### config.mk
export PLATFORM = sky130hd
export DESIGN_NAME = ccd_decode_top
export DESIGN_NICKNAME = d
export VERILOG_FILES = /design/src/rtl/ccd_pkg.sv /design/src/rtl/ccd_exec_if.sv /design/src/rtl/ccd_cond.sv /design/src/rtl/ccd_alu.sv /design/src/rtl/ccd_decode_top.sv
export SDC_FILE = /design/constraint.sdc
export NUM_CORES = 1
export LEC_CHECK = 0
export BUFFER_PORTS_ARGS = -buffer_cell sky130_fd_sc_hd__buf_2
export CAP_MARGIN = 30
export CORE_ASPECT_RATIO = 0.6
export CORE_MARGIN = 3
export CORE_UTILIZATION = 55
export CTS_CLUSTER_SIZE = 12
export DETAILED_ROUTE_END_ITERATION = 16
export PLACE_DENSITY = 0.83
export SYNTH_ARGS = -nofsm -noshare
export SYNTH_HDL_FRONTEND = slang
export SYNTH_HIERARCHICAL = 1
export SYNTH_SLANG_ARGS = --single-unit
### constraint.sdc
create_clock -name CLK -period 4.9 [get_ports CLK]
set_input_delay 1.47 -clock CLK [delete_from_list [all_inputs] [get_ports CLK]]
set_output_delay 1.47 -clock CLK [all_outputs]
set_load 0.01 [all_outputs]
### src/rtl/ccd_pkg.sv
package ccd_pkg;
   // ==========================================
   // Flag positions and reset values
   localparam int         FLAG_C     = 0;
   localparam int         FLAG_Z     = 1;
   localparam int         FLAG_S     = 2;
   localparam int         FLAG_V     = 3;
   localparam logic [3:0] FLAGS_RST  = 4'h0;
   localparam logic [7:0] INTERRUPT_CONTROL_REG_RST = 8'h00;
   localparam int         IRQ_EN_BIT = 7;
   // ==========================================
   // Condition codes
   localparam logic [3:0] CC_NEVER              = 4'h0;
   localparam logic [3:0] CC_SIGNED_BELOW       = 4'h1;
   localparam logic [3:0] CC_SIGNED_AT_MOST     = 4'h2;
   localparam logic [3:0] CC_UNSIGNED_AT_MOST   = 4'h3;
   localparam logic [3:0] CC_V_FLAG_SET         = 4'h4;
   localparam logic [3:0] CC_SIGN_SET           = 4'h5;
   localparam logic [3:0] CC_OPERANDS_SAME      = 4'h6;
   localparam logic [3:0] CC_UNSIGNED_BELOW     = 4'h7;
   localparam logic [3:0] CC_ALWAYS             = 4'h8;
   localparam logic [3:0] CC_SIGNED_AT_LEAST    = 4'h9;
   localparam logic [3:0] CC_SIGNED_ABOVE       = 4'hA;
   localparam logic [3:0] CC_UNSIGNED_ABOVE     = 4'hB;
   localparam logic [3:0] CC_V_FLAG_CLEAR       = 4'hC;
   localparam logic [3:0] CC_SIGN_CLEAR         = 4'hD;
   localparam logic [3:0] CC_RESULT_NOT_ZERO    = 4'hE;
   localparam logic [3:0] CC_UNSIGNED_AT_LEAST  = 4'hF;
   // ==========================================
   // Opcodes and columns
   localparam logic [7:0] OPC_PREFIX_2ND = 8'h1F;
   localparam logic [7:0] OPC_CMP_FIRST  = 8'hA2;
   localparam logic [7:0] OPC_CMP_LAST   = 8'hA9;
   localparam logic [3:0] COL_LOOP       = 4'hA;
   localparam logic [3:0] COL_JR         = 4'hB;
   localparam logic [2:0] PREFIX_EXTRA   = 3'h1;
   localparam logic [7:0] ONE_BYTE       = 8'h01;
   localparam logic [15:0] ONE_WORD      = 16'h0001;
   // ==========================================
   // Decoded operation classes
   typedef enum logic [4:0] {
      OP_OTHER, OP_INVERT, OP_CMP, OP_CMP_BORROW, OP_DA, OP_DEC, OP_MINUS_ONE_WORD,
      OP_IRQ_OFF, OP_IRQ_ON, OP_LOOP, OP_JR, OP_BRK, OP_SRP, OP_ADD,
      OP_PREFIX2, OP_ATOMIC, OP_IDLE, OP_WDT, OP_STOP, OP_HALT, OP_RET,
      OP_INTERRUPT_RETURN, OP_RCF, OP_SCF, OP_CCF, OP_SECOND_MAP
   } ccd_op_t;
   typedef enum logic [1:0] {ST_FIRST = 2'b01, ST_SECOND = 2'b10} ccd_state_t;

   // Byte count and execute cycles of a first-map opcode.
   function automatic logic [6:0] op_cost(input logic [7:0] b);
      logic [6:0] c;
      c = {3'h2, 4'h3};
      unique case (b[3:0])
         4'h0: c = (b == 8'h00) ? {3'h1, 4'h2} : (b == 8'h80 || b == 8'hA0) ? {3'h2, 4'h5} : {3'h2, 4'h2};
         4'h1: c = (b == 8'h01) ? {3'h2, 4'h2} : (b == 8'h81 || b == 8'hA1) ? {3'h2, 4'h6} : {3'h2, 4'h3};
         4'h2, 4'hA: c = {3'h2, 4'h3};
         4'h3: c = {3'h2, 4'h4};
         4'h4, 4'h6: c = {3'h3, 4'h3};
         4'h5, 4'h7: c = {3'h3, 4'h4};
         4'h8, 4'h9: c = {3'h4, 4'h3};
         4'hB, 4'hC: c = {3'h2, 4'h2};
         4'hD: c = {3'h3, 4'h2};
         4'hE: c = {3'h1, 4'h2};
         4'hF: c = (b == 8'hAF) ? {3'h1, 4'h4} : (b == 8'hBF) ? {3'h1, 4'h5} : {3'h1, 4'h2};
      endcase
      return c;
   endfunction
endpackage

### src/rtl/ccd_exec_if.sv
`timescale 1ns/1ps
interface ccd_exec_if;
   import ccd_pkg::*;
   ccd_op_t     op;
   logic        borrow;
   logic [7:0]  dst;
   logic [15:0] word;
   logic [7:0]  src;
   logic [3:0]  flags_in;
   logic        flag_d;
   logic        flag_h;
   logic [15:0] res;
   logic [3:0]  flags_out;
   logic        res_we;
   logic [3:0]  cc;
   logic        cc_true;
   modport core (output op, borrow, dst, word, src, flags_in, flag_d, flag_h, cc,
                 input res, flags_out, res_we, cc_true);
   modport alu  (input op, borrow, dst, word, src, flags_in, flag_d, flag_h,
                 output res, flags_out, res_we);
   modport cond (input flags_in, cc, output cc_true);
endinterface

### src/rtl/ccd_cond.sv
`timescale 1ns/1ps
module ccd_cond
   import ccd_pkg::*;
(
   ccd_exec_if.cond ex
);
   logic c, z, s, v, sv;
   assign c  = ex.flags_in[FLAG_C];
   assign z  = ex.flags_in[FLAG_Z];
   assign s  = ex.flags_in[FLAG_S];
   assign v  = ex.flags_in[FLAG_V];
   assign sv = s ^ v;
   always_comb begin
      unique case (ex.cc)
         CC_NEVER:             ex.cc_true = 1'b0;
         CC_SIGNED_BELOW:      ex.cc_true = sv;
         CC_SIGNED_AT_MOST:    ex.cc_true = z | sv;
         CC_UNSIGNED_AT_MOST:  ex.cc_true = c | z;
         CC_V_FLAG_SET:        ex.cc_true = v;
         CC_SIGN_SET:          ex.cc_true = s;
         CC_OPERANDS_SAME:     ex.cc_true = z;
         CC_UNSIGNED_BELOW:    ex.cc_true = c;
         CC_ALWAYS:            ex.cc_true = 1'b1;
         CC_SIGNED_AT_LEAST:   ex.cc_true = ~sv;
         CC_SIGNED_ABOVE:      ex.cc_true = ~(z | sv);
         CC_UNSIGNED_ABOVE:    ex.cc_true = ~c & ~z;
         CC_V_FLAG_CLEAR:      ex.cc_true = ~v;
         CC_SIGN_CLEAR:        ex.cc_true = ~s;
         CC_RESULT_NOT_ZERO:   ex.cc_true = ~z;
         CC_UNSIGNED_AT_LEAST: ex.cc_true = ~c;
      endcase
   end
endmodule

### src/rtl/ccd_alu.sv
`timescale 1ns/1ps
module ccd_alu
   import ccd_pkg::*;
(
   ccd_exec_if.alu ex
);
   logic [8:0]  diff;
   logic [7:0]  inv;
   logic [7:0]  dec1;
   logic [15:0] minus_one_word;
   logic [7:0]  da_adj;
   logic [7:0]  da_res;
   logic        lo_fix;
   logic        hi_fix;
   logic        cin;
   assign cin    = ex.borrow && ex.flags_in[FLAG_C];
   assign diff   = {1'b0, ex.dst} - {1'b0, ex.src} - {8'h00, cin};
   assign inv    = ~ex.dst;
   assign dec1   = ex.dst - ONE_BYTE;
   assign minus_one_word   = ex.word - ONE_WORD;
   assign lo_fix = ex.flag_h | (ex.dst[3:0] > 4'h9);
   assign hi_fix = ex.flags_in[FLAG_C] | (ex.dst > 8'h99);
   assign da_adj = {1'b0, hi_fix, hi_fix, 2'b00, lo_fix, lo_fix, 1'b0};
   assign da_res = ex.flag_d ? ex.dst - da_adj : ex.dst + da_adj;
   always_comb begin
      ex.res       = 16'h0000;
      ex.res_we    = 1'b0;
      ex.flags_out = ex.flags_in;
      unique case (ex.op)
         OP_INVERT: begin
            ex.res       = {8'h00, inv};
            ex.res_we    = 1'b1;
            ex.flags_out = {1'b0, inv[7], inv == 8'h00, ex.flags_in[FLAG_C]};
         end
         OP_CMP, OP_CMP_BORROW: begin
            ex.res       = {8'h00, diff[7:0]};
            ex.flags_out = {(ex.dst[7] ^ ex.src[7]) & (ex.dst[7] ^ diff[7]),
                            diff[7], diff[7:0] == 8'h00, diff[8]};
         end
         OP_DA: begin
            ex.res       = {8'h00, da_res};
            ex.res_we    = 1'b1;
            ex.flags_out = {ex.flags_in[FLAG_V], da_res[7], da_res == 8'h00, hi_fix};
         end
         OP_DEC: begin
            ex.res       = {8'h00, dec1};
            ex.res_we    = 1'b1;
            ex.flags_out = {ex.dst == 8'h80, dec1[7], dec1 == 8'h00, ex.flags_in[FLAG_C]};
         end
         OP_MINUS_ONE_WORD: begin
            ex.res       = minus_one_word;
            ex.res_we    = 1'b1;
            ex.flags_out = {ex.word == 16'h8000, minus_one_word[15], minus_one_word == 16'h0000, ex.flags_in[FLAG_C]};
         end
         OP_LOOP: begin
            ex.res    = {8'h00, dec1};
            ex.res_we = 1'b1;
         end
         OP_RCF: ex.flags_out[FLAG_C] = 1'b0;
         OP_SCF: ex.flags_out[FLAG_C] = 1'b1;
         OP_CCF: ex.flags_out[FLAG_C] = ~ex.flags_in[FLAG_C];
         default: ex.res_we = 1'b0;
      endcase
   end
endmodule

### src/rtl/ccd_decode_top.sv
`timescale 1ns/1ps
// What this block does
// - Code 0011 true when carry or zero.
// - Code 0100 overflow set, 0101 sign set.
// - Code 0110 zero set, 0111 carry set.
// - Code 1000 is always true.
// - 1001 sign xor overflow clear; 1010 adds zero.
// - Code 1110 zero clear, 1111 carry clear.
// - Compare A2-A7 subtracts, updates four flags.
// - Prefixed compare subtracts carry, one more fetch.
// - A8/A9 extended compare costs four fetch, three execute.
// - Byte decrement 30/31 keeps carry.
// - Word decrement 80/81, five or six cycles.
// - 8F clears interrupt enable bit seven.
// - Column A decrements, branches if nonzero.
// - 00 breakpoint, 01 pointer set, 02-09 add.
// - Columns 2-9 carry fixed byte/cycle costs.
// - 1F selects second map; 2F atomic prefix.
// - Decimal adjust 40/41 updates carry, zero, sign.
module ccd_decode_top
   import ccd_pkg::*;
(
   input  wire logic        CLK,
   input  wire logic        RESET_N,
   input  wire logic        OP_VALID,
   input  wire logic [7:0]  OP_BYTE,
   input  wire logic [7:0]  DST_DATA,
   input  wire logic [7:0]  SRC_DATA,
   input  wire logic [15:0] WORD_DATA,
   input  wire logic        FLAG_D_IN,
   input  wire logic        FLAG_H_IN,
   input  wire logic        FLAG_LOAD,
   input  wire logic [3:0]  FLAG_LOAD_DATA,
   output logic             DONE,
   output ccd_op_t          OP_CLASS,
   output logic [15:0]      RESULT,
   output logic             RESULT_WE,
   output logic [3:0]       FLAGS,
   output logic             COND_TRUE,
   output logic             BRANCH_TAKE,
   output logic [3:0]       REG_SEL,
   output logic [2:0]       BYTES,
   output logic [2:0]       FETCH_CYC,
   output logic [3:0]       EXEC_CYC,
   output logic [7:0]       IRQ_CTL,
   output logic             IN_PREFIX
);
   // ==========================================
   // Decode
   ccd_exec_if ex ();
   ccd_state_t state;
   ccd_state_t next_state;
   ccd_op_t    dec_op;
   logic       in_second;
   logic [6:0] cost;
   logic [2:0] next_fetch;
   logic [3:0] next_flags;
   logic [7:0] next_irq;
   logic       next_branch;
   logic       is_cmp;

   // Map one byte to an operation class.
   function automatic ccd_op_t decode_op(input logic [7:0] b, input logic second);
      ccd_op_t op;
      op = OP_OTHER;
      if (second) begin
         if (b >= OPC_CMP_FIRST && b <= OPC_CMP_LAST) begin
            op = OP_CMP_BORROW;
         end else begin
            op = OP_SECOND_MAP;
         end
      end else if (b[3:0] == COL_LOOP) begin
         op = OP_LOOP;
      end else if (b[3:0] == COL_JR) begin
         op = OP_JR;
      end else if (b >= 8'h02 && b <= 8'h09) begin
         op = OP_ADD;
      end else if (b >= OPC_CMP_FIRST && b <= OPC_CMP_LAST) begin
         op = OP_CMP;
      end else begin
         case (b)
            8'h00: op = OP_BRK;
            8'h01: op = OP_SRP;
            8'h60, 8'h61: op = OP_INVERT;
            8'h40, 8'h41: op = OP_DA;
            8'h30, 8'h31: op = OP_DEC;
            8'h80, 8'h81: op = OP_MINUS_ONE_WORD;
            8'h0F: op = OP_IDLE;
            8'h1F: op = OP_PREFIX2;
            8'h2F: op = OP_ATOMIC;
            8'h5F: op = OP_WDT;
            8'h6F: op = OP_STOP;
            8'h7F: op = OP_HALT;
            8'h8F: op = OP_IRQ_OFF;
            8'h9F: op = OP_IRQ_ON;
            8'hAF: op = OP_RET;
            8'hBF: op = OP_INTERRUPT_RETURN;
            8'hCF: op = OP_RCF;
            8'hDF: op = OP_SCF;
            8'hEF: op = OP_CCF;
            default: op = OP_OTHER;
         endcase
      end
      return op;
   endfunction

   assign in_second = state == ST_SECOND;
   assign dec_op    = decode_op(OP_BYTE, in_second);
   assign cost      = op_cost(OP_BYTE);
   assign is_cmp    = dec_op == OP_CMP || dec_op == OP_CMP_BORROW;

   // The prefixed byte pays one extra fetch for the prefix itself.
   assign next_fetch = in_second ? cost[6:4] + PREFIX_EXTRA : cost[6:4];

   assign next_state = !OP_VALID ? state :
                       (!in_second && OP_BYTE == OPC_PREFIX_2ND) ? ST_SECOND : ST_FIRST;

   // ==========================================
   // Datapath hookup
   // Conditions see the committed register, so a branch follows the
   // flags left by the instruction just before it.
   assign ex.op       = dec_op;
   assign ex.borrow   = in_second;
   assign ex.dst      = DST_DATA;
   assign ex.src      = SRC_DATA;
   assign ex.word     = WORD_DATA;
   assign ex.flags_in = FLAGS;
   assign ex.flag_d   = FLAG_D_IN;
   assign ex.flag_h   = FLAG_H_IN;
   assign ex.cc       = OP_BYTE[7:4];

   ccd_alu u_alu (
      .ex (ex)
   );

   ccd_cond u_cond (
      .ex (ex)
   );

   // Instruction flag updates win over a load from another unit in the
   // same cycle; the other unit must retry or order its load.
   assign next_flags = OP_VALID ? ex.flags_out :
                       FLAG_LOAD ? FLAG_LOAD_DATA : FLAGS;

   assign next_branch = (dec_op == OP_LOOP) ? ex.res[7:0] != 8'h00 :
                        (dec_op == OP_JR) ? ex.cc_true : 1'b0;

   assign next_irq = (OP_VALID && dec_op == OP_IRQ_OFF) ? {1'b0, IRQ_CTL[6:0]} :
                     (OP_VALID && dec_op == OP_IRQ_ON) ? {1'b1, IRQ_CTL[6:0]} : IRQ_CTL;

   // ==========================================
   // State and committed registers
   always_ff @(posedge CLK or negedge RESET_N) begin
      if (!RESET_N) begin
         state <= ST_FIRST;
      end else begin
         state <= next_state;
      end
   end

   always_ff @(posedge CLK or negedge RESET_N) begin
      if (!RESET_N) begin
         FLAGS   <= FLAGS_RST;
         IRQ_CTL <= INTERRUPT_CONTROL_REG_RST;
      end else begin
         FLAGS   <= next_flags;
         IRQ_CTL <= next_irq;
      end
   end

   always_ff @(posedge CLK or negedge RESET_N) begin
      if (!RESET_N) begin
         DONE      <= 1'b0;
         RESULT_WE <= 1'b0;
         IN_PREFIX <= 1'b0;
      end else begin
         DONE      <= OP_VALID;
         RESULT_WE <= OP_VALID && ex.res_we && !is_cmp;
         IN_PREFIX <= next_state == ST_SECOND;
      end
   end

   always_ff @(posedge CLK or negedge RESET_N) begin
      if (!RESET_N) begin
         OP_CLASS    <= OP_OTHER;
         RESULT      <= 16'h0000;
         COND_TRUE   <= 1'b0;
         BRANCH_TAKE <= 1'b0;
         REG_SEL     <= 4'h0;
      end else if (OP_VALID) begin
         OP_CLASS    <= dec_op;
         RESULT      <= ex.res;
         COND_TRUE   <= ex.cc_true;
         BRANCH_TAKE <= next_branch;
         REG_SEL     <= OP_BYTE[7:4];
      end
   end

   always_ff @(posedge CLK or negedge RESET_N) begin
      if (!RESET_N) begin
         BYTES     <= 3'h0;
         FETCH_CYC <= 3'h0;
         EXEC_CYC  <= 4'h0;
      end else if (OP_VALID) begin
         BYTES     <= cost[6:4];
         FETCH_CYC <= next_fetch;
         EXEC_CYC  <= cost[3:0];
      end
   end

   logic first_ok;
   assign first_ok = OP_VALID && !in_second;
endmodule

### Yosys cells after proc, flatten, opt, wreduce, memory -nomap -nowiden

Index checks and enable logic that the tools add are counted.

* bits in registers: 47
* input bits: 50
* word-level logic and storage cells: 188

* add/subtract/negate cells: 7
* magnitude comparators: 6
* eq/ne operators: 75
* mux-type cells: 29
* bitwise logic cells: 16
* reductions and logical operators: 39

Operators with widths (count)
* 8-bit == test, second input constant: 12
* 5-bit one-hot mux with 19 select lines: 1
* 16-bit one-hot mux with 5 select lines: 1
* 7-bit one-hot mux with 11 select lines: 1
* 4-bit == test, second input constant: 16
* 8-bit by 7-bit == test with 1-bit output, second input constant: 7
* 8-bit logical NOT: 5
* 4-bit by 3-bit == test with 1-bit output, second input constant: 8
* 5-bit 2-to-1 mux: 6
* 8-bit by 6-bit == test with 1-bit output, second input constant: 3
* 8-bit 2-to-1 mux: 3
* 2-bit OR reduction: 11
* 5-bit by 3-bit == test with 1-bit output, second input constant: 4
* 3-bit 2-to-1 mux: 6
* 16-bit == test, second input constant: 1
* 4-bit by 2-bit == test with 1-bit output, second input constant: 4
* 16-bit logical NOT: 1
* 1-bit one-hot mux with 16 select lines: 1
* 16-bit by 1-bit subtractor with 16-bit output, second input constant: 1
* 5-bit by 4-bit == test with 1-bit output, second input constant: 3
* 5-bit == test, second input constant: 3
* 3-bit one-hot mux with 5 select lines: 1
* 6-bit by 1-bit != test with 1-bit output, second input constant: 2
* 5-bit by 2-bit == test with 1-bit output, second input constant: 2
* 39 further kinds: 69

### Depth between registers and ports, before layout

Gate-level depths: netlist of the first run.

* depth in word-level cells: 13
* gate-level depth with buffers: 21

### Hierarchy

Netlist of the first run, hierarchy kept.

By module, submodules not included
* ccd_decode_top: times used 1, cells an instance 259, area an instance 2616.3 µm², seq. area each 1152.4 µm²
* ccd_alu: times used 1, cells an instance 303, area an instance 2087.0 µm², seq. area each 0.0 µm²
* ccd_cond: times used 1, cells an instance 19, area an instance 143.9 µm², seq. area each 0.0 µm²

### Least setup slack after synthesis of the first run

No wires, ideal clock.

* path kind: input port to flip-flop
* start point: input DST_DATA[1]
* end point: register BRANCH_TAKE
* library setup time: 0.131 ns
* data arrival time: 4.700 ns
* data required time: 4.769 ns
* setup slack: 0.069 ns
* stages: 21
* path buffers: 0
* cell sequence: inv_1 > ha_1 > nor2_1 > o21ai_0 > o21ai_0 > a21oi_1 > ha_1 > inv_1 > o21ai_0 > ha_1 > o21ai_0 > o21bai_1 > a21oi_1 > xnor2_1 > a222oi_1 > o221ai_1 > nor4_1 > nand2_1 > o31a_1 > mux2i_1 > o41ai_2

* longest elaborated chain between the ends: 7

Ends and longest elaborated chain
* start, declared: RTL line ccd_decode_top.sv:27 `input wire logic [7:0] DST_DATA,`
* 8-bit > comparator / 4-bit > comparator (equally long branches): RTL line ccd_alu.sv:22, ccd_alu.sv:21
* 1-bit bitwise OR (on tied branches): RTL line ccd_alu.sv:22, ccd_alu.sv:21
* 8-bit by 7-bit adder with 8-bit output / 8-bit by 7-bit subtractor with 8-bit output (equally long branches): RTL line ccd_alu.sv:24 `assign da_res = ex.flag_d ? ex.dst - da_adj : ex.dst + da_adj;`
* 8-bit 2-to-1 mux: RTL line ccd_alu.sv:24
* 16-bit one-hot mux with 5 select lines *: RTL line ccd_alu.sv:29 `unique case (ex.op)`
* net ex.res[7]: RTL line ccd_exec_if.sv:12 `logic [15:0] res;`
* 8-bit nonzero test *: RTL line ccd_decode_top.sv:145 `assign next_branch = (dec_op == OP_LOOP) ? ex.res[7:0] != 8'h00 :`
* 1-bit 2-to-1 mux *: RTL line ccd_decode_top.sv:145
* end signal, assigned: RTL line ccd_decode_top.sv:194 `BRANCH_TAKE <= next_branch;`
* end, declared: RTL line ccd_decode_top.sv:40 `output logic BRANCH_TAKE,`

The timed path passes the listed nets; every way through them passes the cells marked *.
A chain may end at the register's enable or synchronous reset.

### Worst setup path after layout of the first run

* start point: input OP_BYTE[4]
* end point: register BRANCH_TAKE

* longest elaborated chain between the ends: 13

Ends and longest elaborated chain
* start, declared: RTL line ccd_decode_top.sv:26 `input wire logic [7:0] OP_BYTE,`
* 8-bit == test (tied with other cells): RTL line ccd_decode_top.sv:81 `case (b)`
* 2-bit OR reduction: RTL line ccd_decode_top.sv:81
* 5-bit one-hot mux with 19 select lines: RTL line ccd_decode_top.sv:81
* 5-bit 2-to-1 mux: RTL line ccd_decode_top.sv:78 `end else if (b >= OPC_CMP_FIRST && b <= OPC_CMP_LAST) begin`
* 5-bit 2-to-1 mux: RTL line ccd_decode_top.sv:76 `end else if (b >= 8'h02 && b <= 8'h09) begin`
* 5-bit 2-to-1 mux: RTL line ccd_decode_top.sv:74 `end else if (b[3:0] == COL_JR) begin`
* 5-bit 2-to-1 mux: RTL line ccd_decode_top.sv:72 `end else if (b[3:0] == COL_LOOP) begin`
* 5-bit 2-to-1 mux *: RTL line ccd_decode_top.sv:66 `if (second) begin`
* net dec_op[1]: RTL line ccd_decode_top.sv:53 `ccd_op_t dec_op;`
* 5-bit by 4-bit == test with 1-bit output (tied with other cells): RTL line ccd_alu.sv:29
* 2-bit OR reduction (on tied branches)
* 16-bit one-hot mux with 5 select lines *: RTL line ccd_alu.sv:29
* net ex.res[3]: RTL line ccd_exec_if.sv:12
* 8-bit nonzero test *: RTL line ccd_decode_top.sv:145
* 1-bit 2-to-1 mux *: RTL line ccd_decode_top.sv:145

Marked as above.

==> results.py, run 1 <==
metrics = {
    "place": {
        "placement.io_buffers": 93,
        "place.gp.congestion": 1.05,
        "dp_hpwl_um": 12700,
        "pre_cts_slack_ns": -0.412,
    },
    "cts": {
        "cts_setup_buffers": 0,
        "root_buffer": "clkbuf_16",
        "clk_pin_slew_ns": 0.07,
        "cts_buffers": 5,
        "cts.sinks": 46,
        "clk_path_buf_depth": 2,
        "cts_tree": "yes",
        "insertion_delay_ns": 0.29,
        "htree_levels": 2,
    },
    "yosys": {
        "synth_compound_area_frac": 0.205,
        "synth_top_cell_by_area": "dfrtp_1",
        "yosysMostFrequentCell": "nor2_1",
        "synth-simple-area-share": 0.236,
        "synth_cell_type_count": 92,
        "synthAdderAreaFrac": 0.0872,
        "synth_top_area_share": 0.232,
        "syn_area_per_cell_um2": 8.34,
        "synth_common_cells": "nor2_1, dfrtp_1, inv_1",
        "ys_warn_count": 6,
        "synth_ff_type": "dfrtp_1",
        "synth_mux_area_frac": 0.0759,
        "synth_xor_area_frac": 0.0741,
        "ys_async_sr_fraction": 1.00,
        "syn_inst": 581,
        "synth.cell_area_mm2": 0.00485,
        "yosysSeqAreaShare": 0.238,
        "synth-edff-count": 0,
        "synth_top_family_by_area": "simple AND/OR/NAND/NOR gates",
        "ys_ff_latch": 46,
        "synthTopCellsByArea": "dfrtp_1, ha_1, mux2_2",
    },
    "worst_hold_path": {
        "hold_path.class": "reg -> reg",
        "hold_depth": 1,
        "min_to": "RESULT[10]$_DFFE_PN0P_",
        "hp-start": "RESULT[10]$_DFFE_PN0P_",
    },
    "floorplanning": {
        "dieArea_mm2": 0.0100,
        "die_w_um": 127,
        "die_y_um": 78.7,
        "row_count": 25,
        "start_util": 0.591,
        "core_mm2": 0.00820,
        "num_io_pins": 102,
    },
    "critical_path": {
        "r2r_start": "state[0]$_DFF_PN1_",
        "crit_type": "in -> reg",
        "start_kind": "primary input",
        "endpoint_kind": "flop",
        "cp_max_fo": 10,
        "cp_data_arrival_time_ns": 5.00,
        "cp.required_ns": 5.09,
        "rr_endpoint": "FLAGS[1]$_DFFE_PN0P_",
        "ff2ff_path_depth": 16,
        "startpoint": "OP_BYTE[4]",
        "reg2reg_setup_slack_ns": 0.82,
    },
    "timing": {
        "period_share": 0.982,
        "slew_headroom": 0.610,
        "rsz0062_at_grt": "true",
        "setup_ws_ns": 0.0870,
        "period_needed_ns": 4.81,
        "timing.final.hold_violations": 0,
        "clock.fmax_mhz": 208,
        "finalClockSkew_ns": 0.00806,
        "drv_slew": 0,
        "setup_viol": 0,
        "whs_ns": 0.505,
        "setup_tns_ns": 0,
        "worst_slew_pin_slew_ns": 0.585,
    },
    "detailed_routing": {
        "num_vias": 5135,
        "postRouteAntennaNets": 0,
        "first_pass_iters": 6,
        "drt-total-wl_um": 16100,
        "wl_per_cell_um": 19.1,
        "via_per_inst": 6.11,
        "drc": 0,
        "drt_iter0_markers": 679,
    },
    "global_routing": {
        "antenna_found_initial": 0,
        "grt_pass1_wl_um": 25300,
        "grt_use_total": 0.321,
        "grt_max_degree": 53,
        "grt.overflow.total": 0,
        "grt_pass1_vias": 4816,
    },
    "status": {
        "status": "finished clean",
    },
    "finish": {
        "drive_gt1_frac": 0.332,
        "final_util": 0.746,
        "finish.net_count": 814,
        "diodes": 0,
        "syn_to_final_growth_pct": 26.2,
    },
    "power_and_ir_drop": {
        "p_per_area_mw_per_mm2": 239,
        "peakVddDrop_v": 0.000183,
        "leakagePower_nw": 2.87,
        "p_total_mw": 1.46,
    },
    "job": {
        "cap_violations": 0,
    },
}
[flip-flops by register name, summed over array words and instances, names as in the netlist, 2 cells and up]
signal	cells
EXEC_CYC	3
OP_CLASS	5
FLAGS	4
RESULT	16
BYTES	3
FETCH_CYC	3
REG_SEL	4
state	2
[per-stage QoR]
step           std cells  instance area, um2
2_1_floorplan        588                4870
3_3_place_gp         832                5870
3_5_place_dp         833                5890
4_1_cts              841                6060
5_1_grt              841                6120
6_report             841                6120
[power breakdown]
part / leakage [nW] / switching, mW / internal, mW / total [mW]
sequential: 0.584 / 0.0374 / 0.417 / 0.454
clock: 0.0771 / 0.149 / 0.241 / 0.390
combinational: 2.21 / 0.343 / 0.275 / 0.618
total: 2.87 / 0.530 / 0.933 / 1.46
[kinds of logic (layout without fill, tap and decap cells)]
kind of cell	Yosys count	after routing
AOI/OAI and AO/OA	142	142
adders and majority gates	32	32
other	1	8
DFF	46	46
muxes	32	32
and+or+nand+nor	202	202
buffers and inverters	85	230
xor gates and xnor gates	41	41
[worst max path at each step]
stage / endpoint / slack [ns]
after detailed placement: BRANCH_TAKE$_DFFE_PN0P_ / -0.41
after CTS: BRANCH_TAKE$_DFFE_PN0P_ / 0.01
final: BRANCH_TAKE$_DFFE_PN0P_ / 0.09
after global routing: BRANCH_TAKE$_DFFE_PN0P_ / -0.04
after floorplan: BRANCH_TAKE$_DFFE_PN0P_ / 0.07
after global placement: BRANCH_TAKE$_DFFE_PN0P_ / -0.09
[repair_timing]
action | CTS | global route
gates resized for setup | 2 | 14
endpoints found under the setup margin | 1 | 2
pin swaps | 2 | 3
hold buffers | 0 | 0
[cell usage in the layout (no fill, tap or decap), types with 7 or more instances in the layout]
cell	n
ha_1	29
xor2_1	12
conb_1	8
a21oi_1	29
inv_1	44
nand2_1	36
nor2_1	50
nor3_1	20
dfrtp_1	45
nand4_1	7
nand2b_1	9
nand3_1	14
nor2b_1	9
buf_4	81
nor4_1	7
o21ai_0	26
buf_2	93
xnor2_1	29
mux2_2	25
[worst max-delay path, stage by stage]
cell and delay (ns):
buf_2 0.25, buf_4 0.22, nand4bb_1 0.17, a31oi_1 0.10, a311oi_1 0.31, a22o_1 0.23
inv_1 0.11, nand2b_1 0.26, or3_1 0.49, buf_4 0.19, o221ai_1 0.36, nor4_1 0.11
buf_4 0.16, nand2_1 0.06, o31a_1 0.14, mux2i_1 0.10, o41ai_2 0.25
[per-layer routing]
| metal | up-vias | track usage | routed length, um |
|---|---|---|---|
| met3 | 18 | 0.0914 | 1880 |
| met5 | - | 0 | 0 |
| met4 | 0 | 0.0578 | 140 |
| met1 | 2416 | 0.496 | 7570 |
| met2 | 300 | 0.445 | 6470 |
| li1 | 2401 | - | - |
[final cells by class]
cell class                 count  area [um2]
clock buffer                   6         129
clock inverter                 2        37.5
fill                         621        2080
inverter                      46         173
multi-input combinational    457        3380
sequential                    46        1150
tap                          108         135
timing repair buffer         176        1110
Note: power is estimated with default switching activity, not from simulation.
==> inputs of run 2 (changes only) <==
Settings changed: RECOVER_POWER set to 100, SYNTH_HIERARCHICAL 1 to not set.
==> run 2 against run 1 <==
Effect of this change:
- critical path type unchanged
- cell area down 12%
- flip-flop and latch count unchanged
- the flow now finishes with violations (capacitance limit, slew limit)
- power down 14%
- sequential share of layout area is 2.6 points higher
- clock power is 9.2% lower
- largest cell class unchanged
==> results.py, run 2 <==
metrics = {
    "yosys": {
        "synth_common_cells": "nor2_1, inv_1, dfrtp_1",
        "ys_warn_count": 0,
        "yosysMostFrequentCell": "nor2_1",
        "synth_cell_type_count": 88,
        "synthTopCellsByArea": "dfrtp_1, ha_1, nor2_1",
        "yosysSeqAreaShare": 0.242,
        "ys_ff_latch": 46,
        "synth-edff-count": 0,
        "syn_area_per_cell_um2": 8.04,
        "syn_inst": 593,
        "synth_ff_type": "dfrtp_1",
        "synth.cell_area_mm2": 0.00477,
        "synth_top_area_share": 0.236,
        "ys_async_sr_fraction": 1.00,
        "synth_top_cell_by_area": "dfrtp_1",
    },
    "cts": {
        "clk_path_buf_depth": 2,
        "cts_tree": "yes",
        "cts.repair.resized": 0,
        "cts_buffers": 5,
        "htree_levels": 2,
        "cts.sinks": 46,
        "root_buffer": "clkbuf_16",
        "clk_pin_slew_ns": 0.07,
        "cts_setup_buffers": 0,
        "cts_hold_buf": 0,
        "insertion_delay_ns": 0.29,
    },
    "critical_path": {
        "worst-path-stages": 10,
        "rr_endpoint": "BRANCH_TAKE$_DFFE_PN0P_",
        "reg2reg_setup_slack_ns": 0.99,
        "ff2ff_path_depth": 14,
        "cp_data_arrival_time_ns": 4.90,
        "cp_max_fo": 23,
        "cp_num_buf_inv": 1,
        "r2r_start": "state[1]$_DFF_PN0_",
        "slowest_stage": "or4_1",
        "cp.required_ns": 5.04,
        "cp_cell_sequence": "buf_2, or4_1, o221a_1, o21ai_0, o31ai_4, nand4_1, nor2_1, a2111o_1, nor4_2, a31oi_1",
        "crit_type": "in -> reg",
        "start_kind": "primary input",
        "endpoint_kind": "flop",
        "critical_path.top_delay_family": "simple AND/OR/NAND/NOR gates",
        "max_stage_delay_ns": 0.71,
    },
    "finish": {
        "regMostFlops": "RESULT",
        "final_common_cell": "nor2_1",
        "top_regs": "RESULT x16, OP_CLASS x5",
        "final_area_mm2": 0.00537,
        "syn_to_final_growth_pct": 12.6,
        "diodes": 0,
        "multi_input_area_mm2": 0.00323,
        "finish.net_count": 759,
        "mostFrequentLayoutCells": "nor2_1, clkbuf_1, inv_1, buf_2, dfrtp_1",
        "largest_reg_flops": 16,
        "final_util": 0.660,
        "drive_gt1_frac": 0.153,
        "nFillCells": 732,
        "regArea_mm2": 0.00115,
    },
    "power_and_ir_drop": {
        "peakVddDrop_v": 0.000247,
        "leakagePower_nw": 2.33,
        "p_total_mw": 1.25,
        "p_per_area_mw_per_mm2": 234,
    },
    "worst_hold_path": {
        "min_to": "RESULT[13]$_DFFE_PN0P_",
        "hp-start": "RESULT[13]$_DFFE_PN0P_",
        "hold_depth": 1,
        "hold_path.class": "reg -> reg",
    },
    "place": {
        "dp_hpwl_um": 12700,
        "pre_cts_slack_ns": 0.00714,
        "placement.io_buffers": 93,
        "place.gp.congestion": 1.03,
        "place_area_mm2": 0.00530,
    },
    "detailed_routing": {
        "postRouteAntennaNets": 0,
        "drc": 0,
        "drt_iter0_markers": 660,
        "drt-total-wl_um": 15900,
        "num_vias": 5018,
        "via_per_inst": 6.38,
        "first_pass_iters": 6,
        "wl_per_cell_um": 20.2,
    },
    "status": {
        "status": "complete, but fails checks",
        "violations": "capacitance limit, slew limit",
    },
    "timing": {
        "drv_slew": 94,
        "period_share": 0.972,
        "period_needed_ns": 4.76,
        "setup_ws_ns": 0.135,
        "setup_tns_ns": 0,
        "clock.fmax_mhz": 210,
        "timing.final.hold_violations": 0,
        "finalClockSkew_ns": 0.00823,
        "slew_headroom": -0.670,
        "worst_slew_pin_slew_ns": 2.50,
        "rsz0062_at_grt": "false",
        "setup_viol": 0,
    },
    "floorplanning": {
        "die_w_um": 126,
        "row_count": 25,
        "die_y_um": 78.1,
        "core_mm2": 0.00813,
        "num_io_pins": 102,
        "start_util": 0.586,
        "dieArea_mm2": 0.00986,
    },
    "global_routing": {
        "grt_max_degree": 55,
        "grt_pass1_vias": 4596,
        "antenna_found_initial": 0,
        "grt.overflow.total": 0,
        "grt_use_total": 0.319,
        "grt_pass1_wl_um": 25000,
    },
    "job": {
        "cap_violations": 2,
    },
}
==> run 2: cell types whose count changed in the layout (fill, tap and decap cells not counted), sizes merged, moves of 6 or more <==
cell | before | now
nor2 | 52 | 60
clkbuf | 6 | 57
buf | 176 | 60
nor3 | 24 | 17
mux2 | 25 | 16
xnor2 | 29 | 22
o2bb2ai | 0 | 6
and3 | 2 | 8
==> run 2: worst max path at each step <==
stage                     start                 endpoint  slack [ns]
floorplan           DST_DATA[1]  BRANCH_TAKE$_DFFE_PN0P_        0.41
global placement    DST_DATA[0]  BRANCH_TAKE$_DFFE_PN0P_        0.16
detailed placement  DST_DATA[0]  BRANCH_TAKE$_DFFE_PN0P_       0.007
CTS                 DST_DATA[0]  BRANCH_TAKE$_DFFE_PN0P_        0.30
global route         OP_BYTE[7]  BRANCH_TAKE$_DFFE_PN0P_        0.02
finish               OP_BYTE[7]  BRANCH_TAKE$_DFFE_PN0P_        0.14
==> run 2: report_power, final <==
part	switching [mW]	internal, mW	leakage, nW
Sequential	0.0269	0.412	0.578
Clock	0.149	0.205	0.0745
Combinational	0.289	0.173	1.68
Total	0.464	0.790	2.33
==> run 2: metal layers <==
layer,up-vias,global-route usage,part of all wire
li1,2315,-,-
met1,2366,0.493,0.48
met2,317,0.422,0.38
met3,20,0.128,0.14
met4,0,0.0343,0.0075
met5,-,0,0
==> run 2: logic make-up (layout without fill, tap and decap cells) <==
kind of cell,after synthesis,after routing,share of synthesized area
other,1,8,0.000786
XOR/XNOR,36,36,0.0661
buffers and inverters,87,165,0.0829
AND/OR/NAND/NOR,221,221,0.257
multiplexers,17,17,0.0399
flip-flops,46,46,0.242
AO/OA/AOI/OAI,153,153,0.223
adder cells (fa/ha/maj),32,32,0.0887
==> run 2: area by class of cell <==
| class | count | area share |
|---|---|---|
| Multi-Input combinational cell | 467 | 0.602 |
| Sequential cell | 46 | 0.215 |
| Timing Repair Buffer | 110 | 0.0976 |
| Inverter | 47 | 0.0329 |
| Clock buffer | 7 | 0.0266 |
| Tap cell | 108 | 0.0252 |
| Clock inverter | 1 | 0.00163 |
==> run 2: stage by stage <==
step                      hold slack (ns)  cells
after floorplan                     0.519    600
after global placement              0.465    777
after detailed placement            0.474    777
after CTS                           0.491    785
after global routing                0.509    786
final                               0.494    786
